### config.mk
export PLATFORM = sky130hd
export DESIGN_NAME = ppam_mapper
export DESIGN_NICKNAME = d
export VERILOG_FILES = /design/src/common/ppam_pkg.sv /design/src/ppam_mapper.sv
export SDC_FILE = /design/constraint.sdc
export NUM_CORES = 1
export LEC_CHECK = 0
export CORE_ASPECT_RATIO = 0.75
export CORE_MARGIN = 2
export CORE_UTILIZATION = 35
export DETAILED_ROUTE_END_ITERATION = 12
export DONT_BUFFER_PORTS = 1
export PLACE_DENSITY_LB_ADDON = 0.08
export SLEW_MARGIN = 20
export SYNTH_ARGS = -nofsm -noshare
export SYNTH_HDL_FRONTEND = slang
export SYNTH_SLANG_ARGS = --single-unit
### constraint.sdc
create_clock -name clk -period 2.1 [get_ports clk]
set_clock_uncertainty 0.2 [all_clocks]
set_input_delay 0.525 -clock clk [delete_from_list [all_inputs] [get_ports clk]]
set_output_delay 0.525 -clock clk [all_outputs]
set_load 0.1 [all_outputs]
### src/common/ppam_pkg.sv
// Constants, types and helpers shared by the program page address mapper.
`default_nettype none
package ppam_pkg;
	// Register indices; the byte address on the bus is four times the index.
	localparam logic [7:0] PPAM_IDX_PAGE = 8'h15;
	localparam logic [7:0] PPAM_IDX_DBG_PAGE = 8'h16;
	localparam logic [7:0] PPAM_IDX_STATUS = 8'h17;
	localparam int PPAM_ADDR_W = 10;
	localparam logic [3:0] PPAM_PAGE_RESET = 4'hE;
	localparam logic [3:0] PPAM_DBG_PAGE_RESET = 4'h0;
	// Fixed pages of the local map.
	localparam logic [3:0] PPAM_PAGE_LOW = 4'hC;
	localparam logic [3:0] PPAM_PAGE_MID = 4'hD;
	localparam logic [3:0] PPAM_PAGE_TOP = 4'hF;
	localparam logic [3:0] PPAM_PAGE_NVM = 4'h1;
	localparam logic [1:0] PPAM_WIN_LOW = 2'h0;
	localparam logic [1:0] PPAM_WIN_MID = 2'h1;
	localparam logic [1:0] PPAM_WIN_PAGED = 2'h2;
	// Debug resource windows in the local map.
	localparam logic [7:0] PPAM_DBG_TOP_HI = 8'hFF;
	localparam logic [7:0] PPAM_DBG_PAGED_HI = 8'hBF;
	// Global implemented areas.
	localparam logic [17:0] PPAM_REGS_TOP = 18'h003FF;
	localparam logic [17:0] PPAM_RAM_END = 18'h03FFF;
	localparam logic [17:0] PPAM_RAM_LIMIT = 18'h04000;
	localparam logic [17:0] PPAM_DFL_BOT = 18'h04400;
	localparam logic [17:0] PPAM_DFL_TOP = 18'h053FF;
	localparam logic [18:0] PPAM_PF_LIMIT = 19'h40000;
	localparam int PPAM_RAM_BYTES = 6144;
	localparam int PPAM_FLASH_BYTES = 65536;
	// Debug master starves on the stalled cycle after this many have been counted.
	localparam logic [7:0] PPAM_STARVE_LIMIT = 8'h80;
	// Status register bit positions.
	localparam int PPAM_ST_ILLEGAL = 0;
	localparam int PPAM_ST_SPECIAL = 1;
	localparam int PPAM_ST_DEBUG = 2;
	localparam int PPAM_ST_STARVE = 3;

	typedef enum logic [1:0] {
		PPAM_M_NONE = 2'b00,
		PPAM_M_CPU = 2'b01,
		PPAM_M_DBG = 2'b10
	} ppam_master_e;

	typedef struct packed {
		logic valid;
		logic write;
		logic fw_cmd;
		logic [15:0] addr;
	} ppam_req_s;

	typedef struct packed {
		logic valid;
		ppam_master_e master;
		logic write;
		logic [17:0] gaddr;
		logic sel_regs;
		logic sel_ram;
		logic sel_dflash;
		logic sel_nvm;
		logic sel_pflash;
		logic sel_debug;
		logic unimpl;
	} ppam_tgt_s;

	// Local to global expansion: page number above the low fourteen bits.
	function automatic logic [17:0] ppam_expand(input logic [15:0] a,
			input logic [3:0] page);
		logic [3:0] p;
		p = PPAM_PAGE_TOP;
		case (a[15:14])
			PPAM_WIN_LOW: p = PPAM_PAGE_LOW;
			PPAM_WIN_MID: p = PPAM_PAGE_MID;
			PPAM_WIN_PAGED: p = page;
			default: p = PPAM_PAGE_TOP;
		endcase
		return {p, a[13:0]};
	endfunction
endpackage
`default_nettype wire

### src/ppam_mapper.sv
// Program page address mapper: local to global expansion and target select.
// Operation
// Page index: four bits, upper bits zero.
// Window 0x8000-0xBFFF uses page index.
// Page index resets to 0x0E.
// Local 0x0000-0x3FFF is page 0x0C.
// Local 0x4000-0x7FFF is page 0x0D.
// Local 0xC000-0xFFFF is page 0x0F.
// CPU call/return path writes page index.
// Normal and special single-chip modes.
// Debug resources only in debug cycles.
// Debug resources at 0xFF00-0xFFFF when active.
// Debug also at 0xBF00-0xBFFF if page 0x0F.
// Debug expands alike; debug page when enabled.
// Registers at global 0x0_0000-0x0_03FF.
// RAM ends 0x0_3FFF, sized by parameter.
// Data flash at 0x0_4400-0x0_53FF.
// Program flash ends 0x3_FFFF, sized by parameter.
// Auxiliary resources through page 0x01.
// CPU unimplemented access raises illegal reset.
// Debug unimplemented access completes, no reset.
// Debug unit never sends misaligned words.
// CPU first; debug wins after 128 stalls (the code grants debug after 129).
// Global is page above low fourteen bits.
// Memory sizes are design parameters.
`default_nettype none
module ppam_mapper
	import ppam_pkg::*;
#(
	parameter int RAM_BYTES = PPAM_RAM_BYTES,
	parameter int FLASH_BYTES = PPAM_FLASH_BYTES
) (
	// Clock and reset
	input wire logic clk,
	input wire logic reset,
	// APB register port
	input wire logic psel,
	input wire logic penable,
	input wire logic pwrite,
	input wire logic [31:0] paddr,
	input wire logic [31:0] pwdata,
	output logic pready,
	output logic [31:0] prdata,
	output logic pslverr,
	// Mode and debug state
	input wire logic special_mode,
	input wire logic debug_active,
	input wire logic dbg_page_en,
	// CPU master
	input wire ppam_req_s cpu_req,
	input wire logic call_page_we,
	input wire logic [3:0] call_page_data,
	output logic cpu_grant,
	// Debug master
	input wire ppam_req_s dbg_req,
	output logic dbg_grant,
	// Target side
	output ppam_tgt_s tgt,
	output logic illegal_reset,
	output logic [3:0] program_page_select
);
	localparam logic [17:0] RAM_BOT = PPAM_RAM_LIMIT - 18'(RAM_BYTES);
	localparam logic [18:0] PF_BOT19 = PPAM_PF_LIMIT - 19'(FLASH_BYTES);
	localparam logic [17:0] PF_BOT = PF_BOT19[17:0];

	typedef struct packed {
		logic [3:0] page;
		logic [3:0] dbg_page;
		logic [7:0] stall;
		logic starve;
		logic illegal_seen;
		logic pready;
		logic [31:0] prdata;
		logic pslverr;
		logic cpu_grant;
		logic dbg_grant;
		ppam_tgt_s tgt;
		logic illegal_reset;
	} ppam_state_s;

	ppam_state_s s_q;
	ppam_state_s s_d;

	logic apb_done;
	logic [PPAM_ADDR_W-1:0] reg_idx;
	logic idx_ok;
	logic use_dbg;
	ppam_req_s req;
	logic [3:0] eff_page;
	logic [17:0] gaddr;
	logic dbg_cycle;
	logic dbg_hit;

	assign apb_done = psel & penable & s_q.pready;
	assign reg_idx = paddr[PPAM_ADDR_W+1:2];
	assign idx_ok = (paddr[1:0] == 2'h0) && (paddr[31:PPAM_ADDR_W+2] == '0);

	// Arbitration: the CPU normally wins; a starved debug master takes over.
	always_comb begin
		use_dbg = 1'b0;
		if (dbg_req.valid && (!cpu_req.valid || s_q.starve)) begin
			use_dbg = 1'b1;
		end
		req = use_dbg ? dbg_req : cpu_req;
	end

	// Page selection for the paged window.
	always_comb begin
		eff_page = s_q.page;
		if (dbg_page_en && debug_active && (use_dbg || cpu_req.fw_cmd)) begin
			eff_page = s_q.dbg_page;
		end
		gaddr = ppam_expand(req.addr, eff_page);
	end

	// Debug resources appear only for debug cycles while debug is active.
	always_comb begin
		dbg_cycle = debug_active && (use_dbg || cpu_req.fw_cmd);
		dbg_hit = 1'b0;
		if (dbg_cycle) begin
			if (req.addr[15:8] == PPAM_DBG_TOP_HI) begin
				dbg_hit = 1'b1;
			end else if (req.addr[15:8] == PPAM_DBG_PAGED_HI &&
					eff_page == PPAM_PAGE_TOP) begin
				dbg_hit = 1'b1;
			end
		end
	end

	always_comb begin
		ppam_tgt_s t;
		logic any;
		t = '0;
		any = 1'b0;
		s_d = s_q;
		s_d.illegal_reset = 1'b0;
		s_d.cpu_grant = 1'b0;
		s_d.dbg_grant = 1'b0;

		// APB: one wait state, then the answer stands for one cycle.
		s_d.pready = psel & penable & ~s_q.pready;
		if (psel && penable && !s_q.pready) begin
			s_d.pslverr = 1'b0;
			s_d.prdata = '0;
			if (!idx_ok) begin
				s_d.pslverr = 1'b1;
			end else if (reg_idx == PPAM_ADDR_W'(PPAM_IDX_PAGE)) begin
				s_d.prdata = {28'h0000000, s_q.page};
			end else if (reg_idx == PPAM_ADDR_W'(PPAM_IDX_DBG_PAGE)) begin
				s_d.prdata = {28'h0000000, s_q.dbg_page};
			end else if (reg_idx == PPAM_ADDR_W'(PPAM_IDX_STATUS)) begin
				s_d.prdata[PPAM_ST_ILLEGAL] = s_q.illegal_seen;
				s_d.prdata[PPAM_ST_SPECIAL] = special_mode;
				s_d.prdata[PPAM_ST_DEBUG] = debug_active;
				s_d.prdata[PPAM_ST_STARVE] = s_q.starve;
			end else begin
				s_d.pslverr = 1'b1;
			end
		end
		if (apb_done && pwrite && idx_ok) begin
			if (reg_idx == PPAM_ADDR_W'(PPAM_IDX_PAGE)) begin
				s_d.page = pwdata[3:0];
			end else if (reg_idx == PPAM_ADDR_W'(PPAM_IDX_DBG_PAGE)) begin
				s_d.dbg_page = pwdata[3:0];
			end else if (reg_idx == PPAM_ADDR_W'(PPAM_IDX_STATUS) &&
					pwdata[PPAM_ST_ILLEGAL]) begin
				s_d.illegal_seen = 1'b0;
			end
		end
		// The call/return path wins over a bus write in the same cycle so
		// the instruction always sees its own page.
		if (call_page_we) begin
			s_d.page = call_page_data;
		end

		// Starvation counter for the debug master.
		if (dbg_req.valid && !use_dbg) begin
			if (s_q.stall != PPAM_STARVE_LIMIT) begin
				s_d.stall = s_q.stall + 8'h01;
			end else begin
				s_d.starve = 1'b1;
			end
		end else if (use_dbg) begin
			s_d.stall = '0;
			s_d.starve = 1'b0;
		end

		// Target decode of the granted access.
		if (req.valid) begin
			t.valid = 1'b1;
			t.master = use_dbg ? PPAM_M_DBG : PPAM_M_CPU;
			t.write = req.write;
			t.gaddr = gaddr;
			if (dbg_hit) begin
				t.sel_debug = 1'b1;
			end else if (gaddr <= PPAM_REGS_TOP) begin
				t.sel_regs = 1'b1;
			end else if (gaddr >= RAM_BOT && gaddr <= PPAM_RAM_END) begin
				t.sel_ram = 1'b1;
			end else if (gaddr >= PPAM_DFL_BOT && gaddr <= PPAM_DFL_TOP) begin
				t.sel_dflash = 1'b1;
			end else if (gaddr[17:14] == PPAM_PAGE_NVM) begin
				t.sel_nvm = 1'b1;
			end else if (gaddr >= PF_BOT) begin
				t.sel_pflash = 1'b1;
			end
			any = t.sel_debug | t.sel_regs | t.sel_ram | t.sel_dflash |
				t.sel_nvm | t.sel_pflash;
			t.unimpl = ~any;
			s_d.cpu_grant = ~use_dbg;
			s_d.dbg_grant = use_dbg;
			// Debug accesses, and firmware accesses while debug is active, to holes complete quietly.
			if (!any && !use_dbg && !(cpu_req.fw_cmd && debug_active)) begin
				s_d.illegal_reset = 1'b1;
				s_d.illegal_seen = 1'b1;
			end
		end
		s_d.tgt = t;
	end

	always_ff @(posedge clk) begin
		if (reset) begin
			s_q <= '0;
			s_q.page <= PPAM_PAGE_RESET;
			s_q.dbg_page <= PPAM_DBG_PAGE_RESET;
		end else begin
			s_q <= s_d;
		end
	end

	assign pready = s_q.pready;
	assign prdata = s_q.prdata;
	assign pslverr = s_q.pslverr;
	assign cpu_grant = s_q.cpu_grant;
	assign dbg_grant = s_q.dbg_grant;
	assign tgt = s_q.tgt;
	assign illegal_reset = s_q.illegal_reset;
	assign program_page_select = s_q.page;
endmodule
`default_nettype wire

; ---- Yosys cells after proc, flatten, opt, wreduce, memory -nomap -nowiden
; Cells that the tools add are included.
[classes]
add_sub_neg = 1
magnitude_cmp = 6
n_eq_ne = 12
muxes = 46
n_bitwise = 13
n_reduce_logical = 35
[ops]
columns = op, count
row1 = $mux 4, 9
row2 = $mux 32, 1
row3 = $eq 10x5->1 const B, 3
row4 = $mux 29, 1
row5 = $mux 1, 24
row6 = $logic_not 20->1, 1
row7 = $mux 19, 1
row8 = $ge 18x14->1 const B, 1
row9 = $ge 18x15->1 const B, 1
row10 = $ge 18x18->1 const B, 1
row11 = $le 18x10->1 const B, 1
row12 = $le 18x14->1 const B, 1
row13 = $le 18x15->1 const B, 1
row14 = $mux 9, 2
row15 = $logic_and 1x1->1, 17
row16 = $eq 8x8->1 const B, 2
row17 = $mux 8, 2
row18 = $pmux 4 s3, 1
row19 = $mux 5, 2
row20 = $add 8x1->8 const B, 1
row21 = $ne 8x8->1 const B, 1
row22 = $reduce_and 2->1, 3
row23 = $reduce_bool 2->1, 3
row24 = $logic_not 1->1, 5
row25 = other kinds (15), 28
[word_totals]
register_bits = 84
inputBits = 115
out_inout_bits = 70
word_cells = 135

; ---- Logic depth before layout (Yosys ltp)
; Gate-level depths: netlist (run 1).
[logic_depth]
word_depth = 26
ltp_mapped = 8
depth_no_buf = 7

; ---- Worst setup path before layout (run 1)
; OpenSTA, ideal clock, no wires.
[synth_path]
kind = register -> register
startpoint = register s_q, in the netlist pready
endpoint = register s_q, in the netlist program_page_select[1]
setup_ns = 0.117
arrival_time_ns = 1.992
required_time_ns = 1.783
slack_ns = -0.209
stages_incl_launch_ff = 7
path_buffers = 0
path_cell_list = dfxtp_1 -> nand4_1 -> nor3_1 -> and2_1 -> mux2_2 -> mux2i_1 -> nand2b_1
[synth_via]
elab_chain_cells = 5
[synth_rtl]
columns = element, line
row1 = start: declaration, ppam_mapper.sv:81  ; ppam_state_s s_q;
row2 = $and 1x1->1, ppam_mapper.sv:94  ; assign apb_done = psel & penable & s_q.pready;
row3 = $logic_and 1x1->1 (2 in a row), ppam_mapper.sv:160  ; if (apb_done && pwrite && idx_ok) begin
row4 = $reduce_bool 2->1 (no source line), n/a
row5 = $reduce_and 2->1 (no source line), n/a
; No other way between the ends.
; A chain may end at the register's enable or synchronous reset.

; ---- Final worst setup path (run 1)
[layout_path]
startpoint = register s_q[67] (netlist bit)
endpoint = register s_q, in the netlist tgt[3]
[layout_via]
elab_chain_cells = 14
[layout_rtl]
columns = element, line
row1 = $logic_or 1x1->1 (*), ppam_mapper.sv:101  ; if (dbg_req.valid && (!cpu_req.valid || s_q.starve)) begin
row2 = $logic_and 1x1->1 (*), ppam_mapper.sv:101
row3 = $mux 1 (*), ppam_mapper.sv:101
row4 = $logic_or 1x1->1, "ppam_mapper.sv:110, ppam_mapper.sv:118"
row5 = $logic_and 1x1->1, ppam_mapper.sv:110  ; if (dbg_page_en && debug_active && (use_dbg || cpu_req.fw_cmd)) begin
row6 = $mux 4, ppam_mapper.sv:110
row7 = $pmux 4 s3, ppam_pkg.sv:71  ; case (a[15:14])
row8 = "$ge 18x15->1, or another cell as far along", ppam_mapper.sv:200  ; end else if (gaddr >= PPAM_DFL_BOT && gaddr <= PPAM_DFL_TOP) begin
row9 = $logic_and 1x1->1 / $mux 1 (equally long branches), "ppam_mapper.sv:200, ppam_mapper.sv:202"
row10 = $mux 2, ppam_mapper.sv:200
row11 = $mux 3, ppam_mapper.sv:198  ; end else if (gaddr >= RAM_BOT && gaddr <= PPAM_RAM_END) begin
row12 = $mux 4, ppam_mapper.sv:196  ; end else if (gaddr <= PPAM_REGS_TOP) begin
row13 = $mux 5, ppam_mapper.sv:194  ; if (dbg_hit) begin
row14 = $mux 5, ppam_mapper.sv:189  ; if (req.valid) begin
; Every way passes the cells marked *; elsewhere a longest branch is shown, timed or not. The select of a mux whose other input is x is not followed.

==> impl_metrics.py, run 1 <==
metrics = {
    "drt": {
        "first_iter_violations": 80,
        "num_vias": 2399,
        "drc": 0,
        "drt-total-wl_um": 7320,
        "firstDrtPassIters": 4,
        "wl_per_cell_um": 14.5,
        "routed_via_density": 4.74,
        "antenna_left": 0,
    },
    "cts": {
        "postCtsHoldBufs": 0,
        "cts_buffers": 5,
        "cts.htree.levels": 2,
        "cts_root_buffer": "clkbuf_16",
        "clock-sinks": 54,
        "cts_tree": "built",
        "clk_latency_ns": 0.29,
        "clk_pin_slew_worst_paths_ns": 0.07,
        "clk_path_buf_depth": 2,
    },
    "sta": {
        "finalMaxSlewViolations": 0,
        "clock.fmax_mhz": 488,
        "finalCriticalPeriod_ns": 2.05,
        "rsz0062_at_grt": "true",
        "setup_ws_ns": 0.0502,
        "period_share_pct": 97.6,
        "hold_violations": 0,
        "setup_viol": 0,
    },
    "power": {
        "p_seq_share_pct": 40.2,
        "sw_frac_of_total_pct": 37.2,
        "p_total_w": 0.00269,
        "cellPowerDensity_nw_per_um2": 765,
        "cell_internal_pwr_w": 0.00169,
        "power_frac_clock_pct": 31.2,
        "combPwrFrac_pct": 28.6,
        "leakagePower_nw": 1.53,
        "ir_drop_v": 0.000301,
        "power_switching_w": 0.00100,
    },
    "critical_path": {
        "arrival_ns": 2.02,
        "critPathCaptureType": "flip-flop",
        "cp_max_fo": 5,
        "worst_setup_path_start_kind": "flip-flop",
        "regToRegSetupSlack_ns": 0.05,
        "crit_type": "flip-flop to flip-flop",
        "worstPathRequired_ns": 2.08,
    },
    "floorplan": {
        "ios": 185,
        "die_area_um2": 9450,
        "initial_utilization_pct": 35.9,
        "rows": 29,
        "coreArea_um2": 8450,
        "die_width_um": 112,
        "die_y_um": 84.7,
    },
    "global_routing": {
        "grt_max_degree": 27,
        "grt_overflow": 0,
        "grt_pass1_vias": 2232,
        "grt_first_pass_wirelength_um": 11600,
        "antenna_found_initial": 0,
        "gr-usage-all-layers_pct": 15.3,
    },
    "cells_and_area": {
        "final_nets": 514,
        "antenna_cells": 0,
        "area_growth_pct": 15.8,
        "drive_above_1_share_pct": 26.4,
        "final_util_pct": 41.6,
        "final_cells": 506,
        "stdcell_area_um2": 3520,
    },
    "synthesis": {
        "yosysMostFrequentCell": "buf_4",
        "synth_cell_types": 54,
        "synth_warnings": 0,
        "synth-seq-cells": 54,
        "yosysTopAreaCellShare_pct": 35.6,
        "synth_top_cell_by_area": "dfxtp_1",
        "synthTopCellsByCount": "buf_4, dfxtp_1, nand2_1, nor2_1, a21oi_1",
        "ys_top_cells_by_area": "dfxtp_1, buf_4, nand2_1, mux2i_1, nor2_1",
        "syn_area_um2": 3040,
        "synth-edff-count": 0,
        "dominantRegCellSynth": "dfxtp_1",
        "synth_seq_area_share_pct": 35.6,
        "async_flop_share_pct": 0,
        "syn_inst": 368,
        "avgSynthCellArea_um2": 8.26,
    },
    "placed_design": {
        "port_buffers": 0,
        "place_area_um2": 3320,
        "post-place-ws_ns": -0.239,
        "globalplace.congestion": 0.741,
        "post-place-cells": 494,
        "dpl.hpwl_um": 5730,
    },
    "outcome": {
        "status": "complete, no violations",
    },
    "hold_path": {
        "hp-class": "input port to flip-flop",
    },
    "run": {
        "cap_violations": 0,
    },
}
[state kept, by name (all words and copies together) (netlist names)]
signal               flops
program_page_select      4
prdata                   4
s_q                     14
pslverr                  1
illegal_reset            1
pready                   1
dbg_grant                1
tgt                     28
[timing repair]
action,4_1_cts,5_1_grt
setup buffers,0,4
pin swaps,0,5
gates resized for setup,2,3
setup endpoints to repair,7,12
[metal layers]
layer  track usage, %  routed length [um]  vias up
li1                 -                   -     1233
met1             21.0                3460     1093
met2             23.6                3360       66
met3             4.55                 438        7
met4             3.93                  61        0
met5                0                   0        -
[power groups by stage]
stage	combinational [W]	clock (W)	sequential (W)
floorplan	0.000703	0	0.00113
global placement	0.000764	0	0.00111
detailed placement	0.000765	0	0.00111
CTS	0.000767	0.000871	0.00108
global route	0.000804	0.000911	0.00109
finish	0.000770	0.000839	0.00108
[per-stage QoR]
stage,TNS (ns),hold WS (ns)
after detailed placement,-3.17,0.282
final,0,0.0988
after CTS,0,0.0865
after global placement,-3.07,0.277
after global routing,-0.156,0.0889
after floorplan,-0.607,0.262
[worst max-delay path, stage by stage (launching register included)]
cell      delay (ns)
dfxtp_4         0.36
nand2b_4        0.17
o21ai_4         0.18
nand2_1         0.07
a31o_1          0.19
a311o_1         0.39
o211ai_4        0.28
nor3_1          0.08
[worst paths after layout]
path,from,end,cells after the start
max,s_q[67],tgt[3],7
min,reset,s_q[79],1
max reg2reg,s_q[67],tgt[3],7
min reg2reg,s_q[69],s_q[69],2
[layout make-up]
type                            instances  area (um2)
Tap cell                              108         135
Clock buffer                            6         139
Multi-Input combinational cell        254        1530
Sequential cell                        54        1090
Clock inverter                          2        12.5
Timing Repair Buffer                   75         588
Inverter                                7        26.3
Fill cell                             866        4940
[cell families (layout without fill, tap and decap cells)]
kind of cell	count (synthesis)	in the layout	share of synthesized area, %
AO/OA/AOI/OAI	56	56	12.1
other	1	28	0.123
flip-flops	54	54	35.6
buffers and inverters	87	90	19.2
adder cells (fa/ha/maj)	2	2	0.824
multiplexers	20	20	6.75
AND/OR/NAND/NOR	142	142	23.6
XOR/XNOR	6	6	1.73
[cells in the final DEF (no fill, tap or decap), types with 3 or more instances in the layout]
cell / netlist / layout
a21oi_1: 21 / 21
dfxtp_1: 54 / 50
and3_1: 5 / 5
nand3b_1: 3 / 3
nor4_1: 8 / 8
nor3_1: 18 / 16
clkbuf_16: 0 / 5
inv_1: 7 / 7
xor2_1: 4 / 4
mux2_4: 0 / 4
nand4_1: 10 / 10
conb_1: 1 / 28
nand2_1: 43 / 43
a31oi_1: 4 / 4
nand3_1: 4 / 4
mux2i_1: 16 / 16
nor2_1: 29 / 29
nand2b_1: 6 / 6
buf_4: 66 / 73
dfxtp_2: 0 / 3
a22oi_1: 4 / 4
o21ai_0: 11 / 11
Power figures use the tool's default switching activity.
==> run 2, diff against run 1 <==
CORE_UTILIZATION = 55   (was 35)
clock period = 2.65 ns   (was 2.1 ns; I/O delays follow)
==> run 2 against run 1 <==
Clock power is 45% lower; hold slack better by 0.11 ns; core utilization is 18 points higher; sequential share of layout area is 3.5 points higher; register-to-register slack better by 0.39 ns; highest routed layer unchanged.
==> impl_metrics.py, run 2 (synthesis gave the netlist of run 1 again) <==
metrics = {
    "floorplan": {
        "die_y_um": 68.4,
        "die_area_um2": 6140,
        "initial_utilization_pct": 57.1,
        "ios": 185,
        "die_width_um": 89.8,
        "coreArea_um2": 5320,
        "rows": 23,
    },
    "global_routing": {
        "grt_max_degree": 27,
        "gr-usage-all-layers_pct": 20.4,
        "grt_pass1_vias": 2185,
        "antenna_found_initial": 0,
        "grt_first_pass_wirelength_um": 10200,
        "grt_overflow": 0,
    },
    "placed_design": {
        "globalplace.congestion": 0.864,
        "port_buffers": 0,
        "dpl.hpwl_um": 5040,
        "post-place-cells": 439,
    },
    "sta": {
        "clock.fmax_mhz": 454,
        "finalMaxSlewViolations": 0,
        "period_share_pct": 83.2,
        "setup_viol": 0,
        "relSlewSlack_pct": 61.3,
        "tns_ns": 0,
        "hold_violations": 0,
        "worst_pin_slew_ns": 0.577,
        "rsz0062_at_grt": "false",
        "finalCriticalPeriod_ns": 2.20,
    },
    "cts": {
        "cts_buffers": 5,
        "post_cts_resized": 0,
        "clk_latency_ns": 0.31,
        "cts_root_buffer": "clkbuf_8",
        "cts_tree": "built",
        "clk_path_buf_depth": 2,
        "post_cts_buffers": 0,
        "postCtsHoldBufs": 0,
        "clock-sinks": 54,
        "cts.htree.levels": 2,
        "clk_pin_slew_worst_paths_ns": 0.10,
    },
    "drt": {
        "wl_per_cell_um": 14.2,
        "firstDrtPassIters": 4,
        "antenna_left": 0,
        "routed_via_density": 5.27,
        "first_iter_violations": 84,
        "drt-total-wl_um": 6370,
        "num_vias": 2356,
        "drc": 0,
    },
    "hold_path": {
        "hp-class": "input port to flip-flop",
        "whs_path_depth": 1,
        "holdPathEnd": "prdata[0]",
        "holdCritStartpoint": "reset",
    },
    "critical_path": {
        "cp_num_buf_inv": 0,
        "critPathCaptureType": "flip-flop",
        "crit_type": "flip-flop to flip-flop",
        "worst_setup_path_start_kind": "flip-flop",
        "r2r-end": "tgt[5]",
        "cp_max_fo": 13,
        "worstPathRequired_ns": 2.67,
        "regToRegSetupSlack_ns": 0.45,
        "worstPathCellList": "nand2b_4 > nand2_2 > or3_1 > o21ai_2 > nand2_1 > nor3_1 > nor4b_1",
        "cpPeakStageDelay_ns": 0.45,
        "cp_slowest_cell": "dfxtp_1",
        "rr_startpoint": "s_q[67]",
        "crit_family": "simple AND/OR/NAND/NOR gates",
        "arrival_ns": 2.22,
        "r2r_cells": 7,
    },
    "power": {
        "cellPowerDensity_nw_per_um2": 602,
        "ir_drop_v": 0.000301,
        "p_total_w": 0.00189,
        "leakagePower_nw": 1.36,
    },
    "cells_and_area": {
        "final_cells": 447,
        "final_common_cell": "dfxtp_1",
        "drive_above_1_share_pct": 19.1,
        "antenna_cells": 0,
        "final_cell_mix": "dfxtp_1, buf_4, nand2_1, nor2_1, conb_1",
        "largest_reg_flops": 28,
        "area_growth_pct": 3.62,
        "nFillCells": 502,
        "final_nets": 488,
        "final_util_pct": 59.1,
    },
    "run": {
        "cap_violations": 0,
    },
    "outcome": {
        "status": "complete, no violations",
    },
}
-- run 2: cell count changes in the layout (fill, tap and decap cells not counted), sizes merged --
cell / delta
clkinv: +1
clkbuf: -1
buf: -26
-- run 2: how the worst max path moves through the flow --
stage                         start                endpoint  slack (ns)  depth (start not counted)
after floorplan            paddr[9]  program_page_select[1]        0.22                          8
after global placement    paddr[27]  program_page_select[3]        0.16                          7
after detailed placement  paddr[14]  program_page_select[2]        0.11                          7
after CTS                   s_q[67]                  tgt[5]        0.42                          7
after global routing      paddr[27]  program_page_select[0]        0.25                          7
final                       s_q[67]                  tgt[5]        0.45                          7
-- run 2: per-layer routing --
layer | share of wire, % | global-route usage, %
met4 | 0.094 | 3.85
met3 | 9.0 | 5.62
met2 | 44 | 33.0
met1 | 47 | 28.0
met5 | 0 | 0
-- run 2: final cells by class --
class | instances | area, um2 | share of cell area [%]
clock inverters | 3 | 21.3 | 0.676
inverters | 7 | 26.3 | 0.835
repair buffers | 49 | 380 | 12.1
multi-input cells | 254 | 1470 | 46.8
well taps | 75 | 93.8 | 2.98
clock buffers | 5 | 68.8 | 2.19
flip-flops and latches | 54 | 1080 | 34.4
-- run 2: through the flow --
stage               setup slack (ns)  area [um2]  hold slack, ns
global route                   0.248        3150           0.197
finish                         0.445        3150           0.209
detailed placement             0.111        3060           0.285
floorplan                      0.219        3140           0.262
CTS                            0.420        3150           0.205
global placement               0.163        3060           0.276
-- run 2: where the power goes --
part	switching (W)	internal (W)
Sequential	0.0000142	0.000842
Clock	0.000276	0.000186
Combinational	0.000481	0.0000947
==> run 3, diff against run 2 <==
clock period = 1.78 ns   (was 2.65 ns; I/O delays follow)
==> run 3 against run 2 <==
The flow now finishes with violations (setup timing); sequential share of layout area decreased by 4.4 points; worst setup slack got worse by 0.64 ns; largest cell class unchanged; core utilization increased by 9.3 points; design area increased by 16%.
==> impl_metrics.py, run 3 (synthesis gave the netlist of run 1 again) <==
metrics = {
    "drt": {
        "firstDrtPassIters": 4,
        "num_vias": 2517,
        "drc": 0,
        "antenna_left": 0,
        "wl_per_cell_um": 14.9,
        "routed_via_density": 5.20,
        "drt-total-wl_um": 7210,
        "first_iter_violations": 134,
    },
    "hold_path": {
        "hp-class": "input port to flip-flop",
        "whs_path_depth": 1,
    },
    "power": {
        "cellPowerDensity_nw_per_um2": 804,
        "leakagePower_nw": 1.59,
        "ir_drop_v": 0.000463,
        "p_total_w": 0.00293,
    },
    "cts": {
        "cts_tree": "built",
        "cts_root_buffer": "clkbuf_8",
        "clk_latency_ns": 0.31,
        "cts_buffers": 5,
        "clk_path_buf_depth": 2,
        "clock-sinks": 54,
        "cts.htree.levels": 2,
        "clk_pin_slew_worst_paths_ns": 0.10,
    },
    "sta": {
        "period_share_pct": 111,
        "worst_pin_slew_ns": 0.640,
        "rsz0062_at_grt": "true",
        "clock.fmax_mhz": 507,
        "setup_viol": 13,
        "finalCriticalPeriod_ns": 1.97,
        "finalMaxSlewViolations": 0,
        "hold_violations": 0,
        "relSlewSlack_pct": 57.2,
        "setup_ws_ns": -0.193,
    },
    "floorplan": {
        "initial_utilization_pct": 57.1,
        "die_y_um": 68.4,
        "coreArea_um2": 5320,
        "die_width_um": 89.8,
        "ios": 185,
        "rows": 23,
        "die_area_um2": 6140,
    },
    "cells_and_area": {
        "largest_reg_flops": 28,
        "final_cells": 484,
        "final_cell_mix": "buf_4, dfxtp_1, nand2_1, nor2_1, conb_1",
        "drive_above_1_share_pct": 32.0,
        "final_common_cell": "buf_4",
        "final_util_pct": 68.4,
        "final_nets": 525,
        "area_growth_pct": 19.9,
        "antenna_cells": 0,
    },
    "outcome": {
        "status": "finished with violations",
        "violations": "setup timing",
    },
    "critical_path": {
        "r2r_cells": 7,
        "worstPathRequired_ns": 1.78,
        "arrival_ns": 1.98,
        "worst-path-stages": 7,
        "worstPathCellList": "nand2b_4 > o21ai_4 > nand2_1 > a31o_1 > a311o_1 > o211ai_4 > nor2_1",
        "cp_max_fo": 5,
        "cp_slowest_cell": "dfxtp_4",
        "crit_family": "compound AO/OA/AOI/OAI gates",
        "cp_num_buf_inv": 0,
        "worst_setup_path_start_kind": "flip-flop",
        "cpPeakStageDelay_ns": 0.37,
        "crit_type": "flip-flop to flip-flop",
        "critPathCaptureType": "flip-flop",
    },
    "global_routing": {
        "grt_overflow": 0,
        "grt_pass1_vias": 2257,
        "grt_max_degree": 22,
        "grt_first_pass_wirelength_um": 11200,
        "gr-usage-all-layers_pct": 22.5,
        "antenna_found_initial": 0,
    },
    "placed_design": {
        "dpl.hpwl_um": 5330,
        "post-place-cells": 462,
        "globalplace.congestion": 0.820,
        "port_buffers": 0,
        "post-place-ws_ns": -0.385,
    },
    "run": {
        "cap_violations": 0,
    },
}
-- run 3: repair_timing --
item | CTS | global route
hold endpoints to repair | 17 | 0
endpoints found under the setup margin | 16 | 19
pin swaps | 11 | 13
resized for setup | 10 | 16
hold buffers | 2 | 0
setup buffers | 9 | 3
gates cloned | 0 | 0
-- run 3: worst register-to-register path, stage by stage (launching register included) --
cell      delay, ns
dfxtp_4        0.37
nand2b_4       0.17
o21ai_4        0.19
nand2_1        0.08
a31o_1         0.19
a311o_1        0.33
o211ai_4       0.27
nor2_1         0.08
-- run 3: metal layers --
| metal | up-vias | wire [um] | global-route usage [%] |
|---|---|---|---|
| li1 | 1263 | - | - |
| met1 | 1152 | 3270 | 31.8 |
| met2 | 100 | 3370 | 36.4 |
| met3 | 2 | 567 | 5.95 |
| met4 | 0 | 8 | 1.92 |
| met5 | - | 0 | 0 |
-- run 3: layout make-up --
class | instances | area (um2)
Fill cell | 452 | 1680
Multi-Input combinational cell | 254 | 1640
Sequential cell | 54 | 1090
Timing Repair Buffer | 86 | 694
Tap cell | 75 | 93.8
Clock buffer | 5 | 68.8
Inverter | 7 | 26.3
Clock inverter | 3 | 22.5
-- run 3: path summary, 6_finish.rpt --
path	from	to	slack, ns
setup / recovery	s_q[67]	tgt[0]	-0.19
setup reg to reg	s_q[67]	tgt[0]	-0.19
hold / removal	reset	dbg_grant	0.005
hold reg to reg	s_q[66]	s_q[66]	0.30
-- run 3: through the flow --
stage	hold WS, ns	TNS, ns	cell area [um2]
floorplan	0.262	-3.18	3250
global placement	0.278	-4.73	3330
detailed placement	0.289	-5.18	3330
CTS	0.00299	-1.29	3550
global route	0.000323	-2.70	3640
finish	0.00518	-1.42	3640
-- run 3: report_power, final --
part | total (W) | switching, W | leakage, nW | internal (W)
sequential | 0.00128 | 0.0000236 | 0.443 | 0.00125
clock | 0.000706 | 0.000422 | 0.0451 | 0.000284
combinational | 0.000948 | 0.000743 | 1.11 | 0.000205
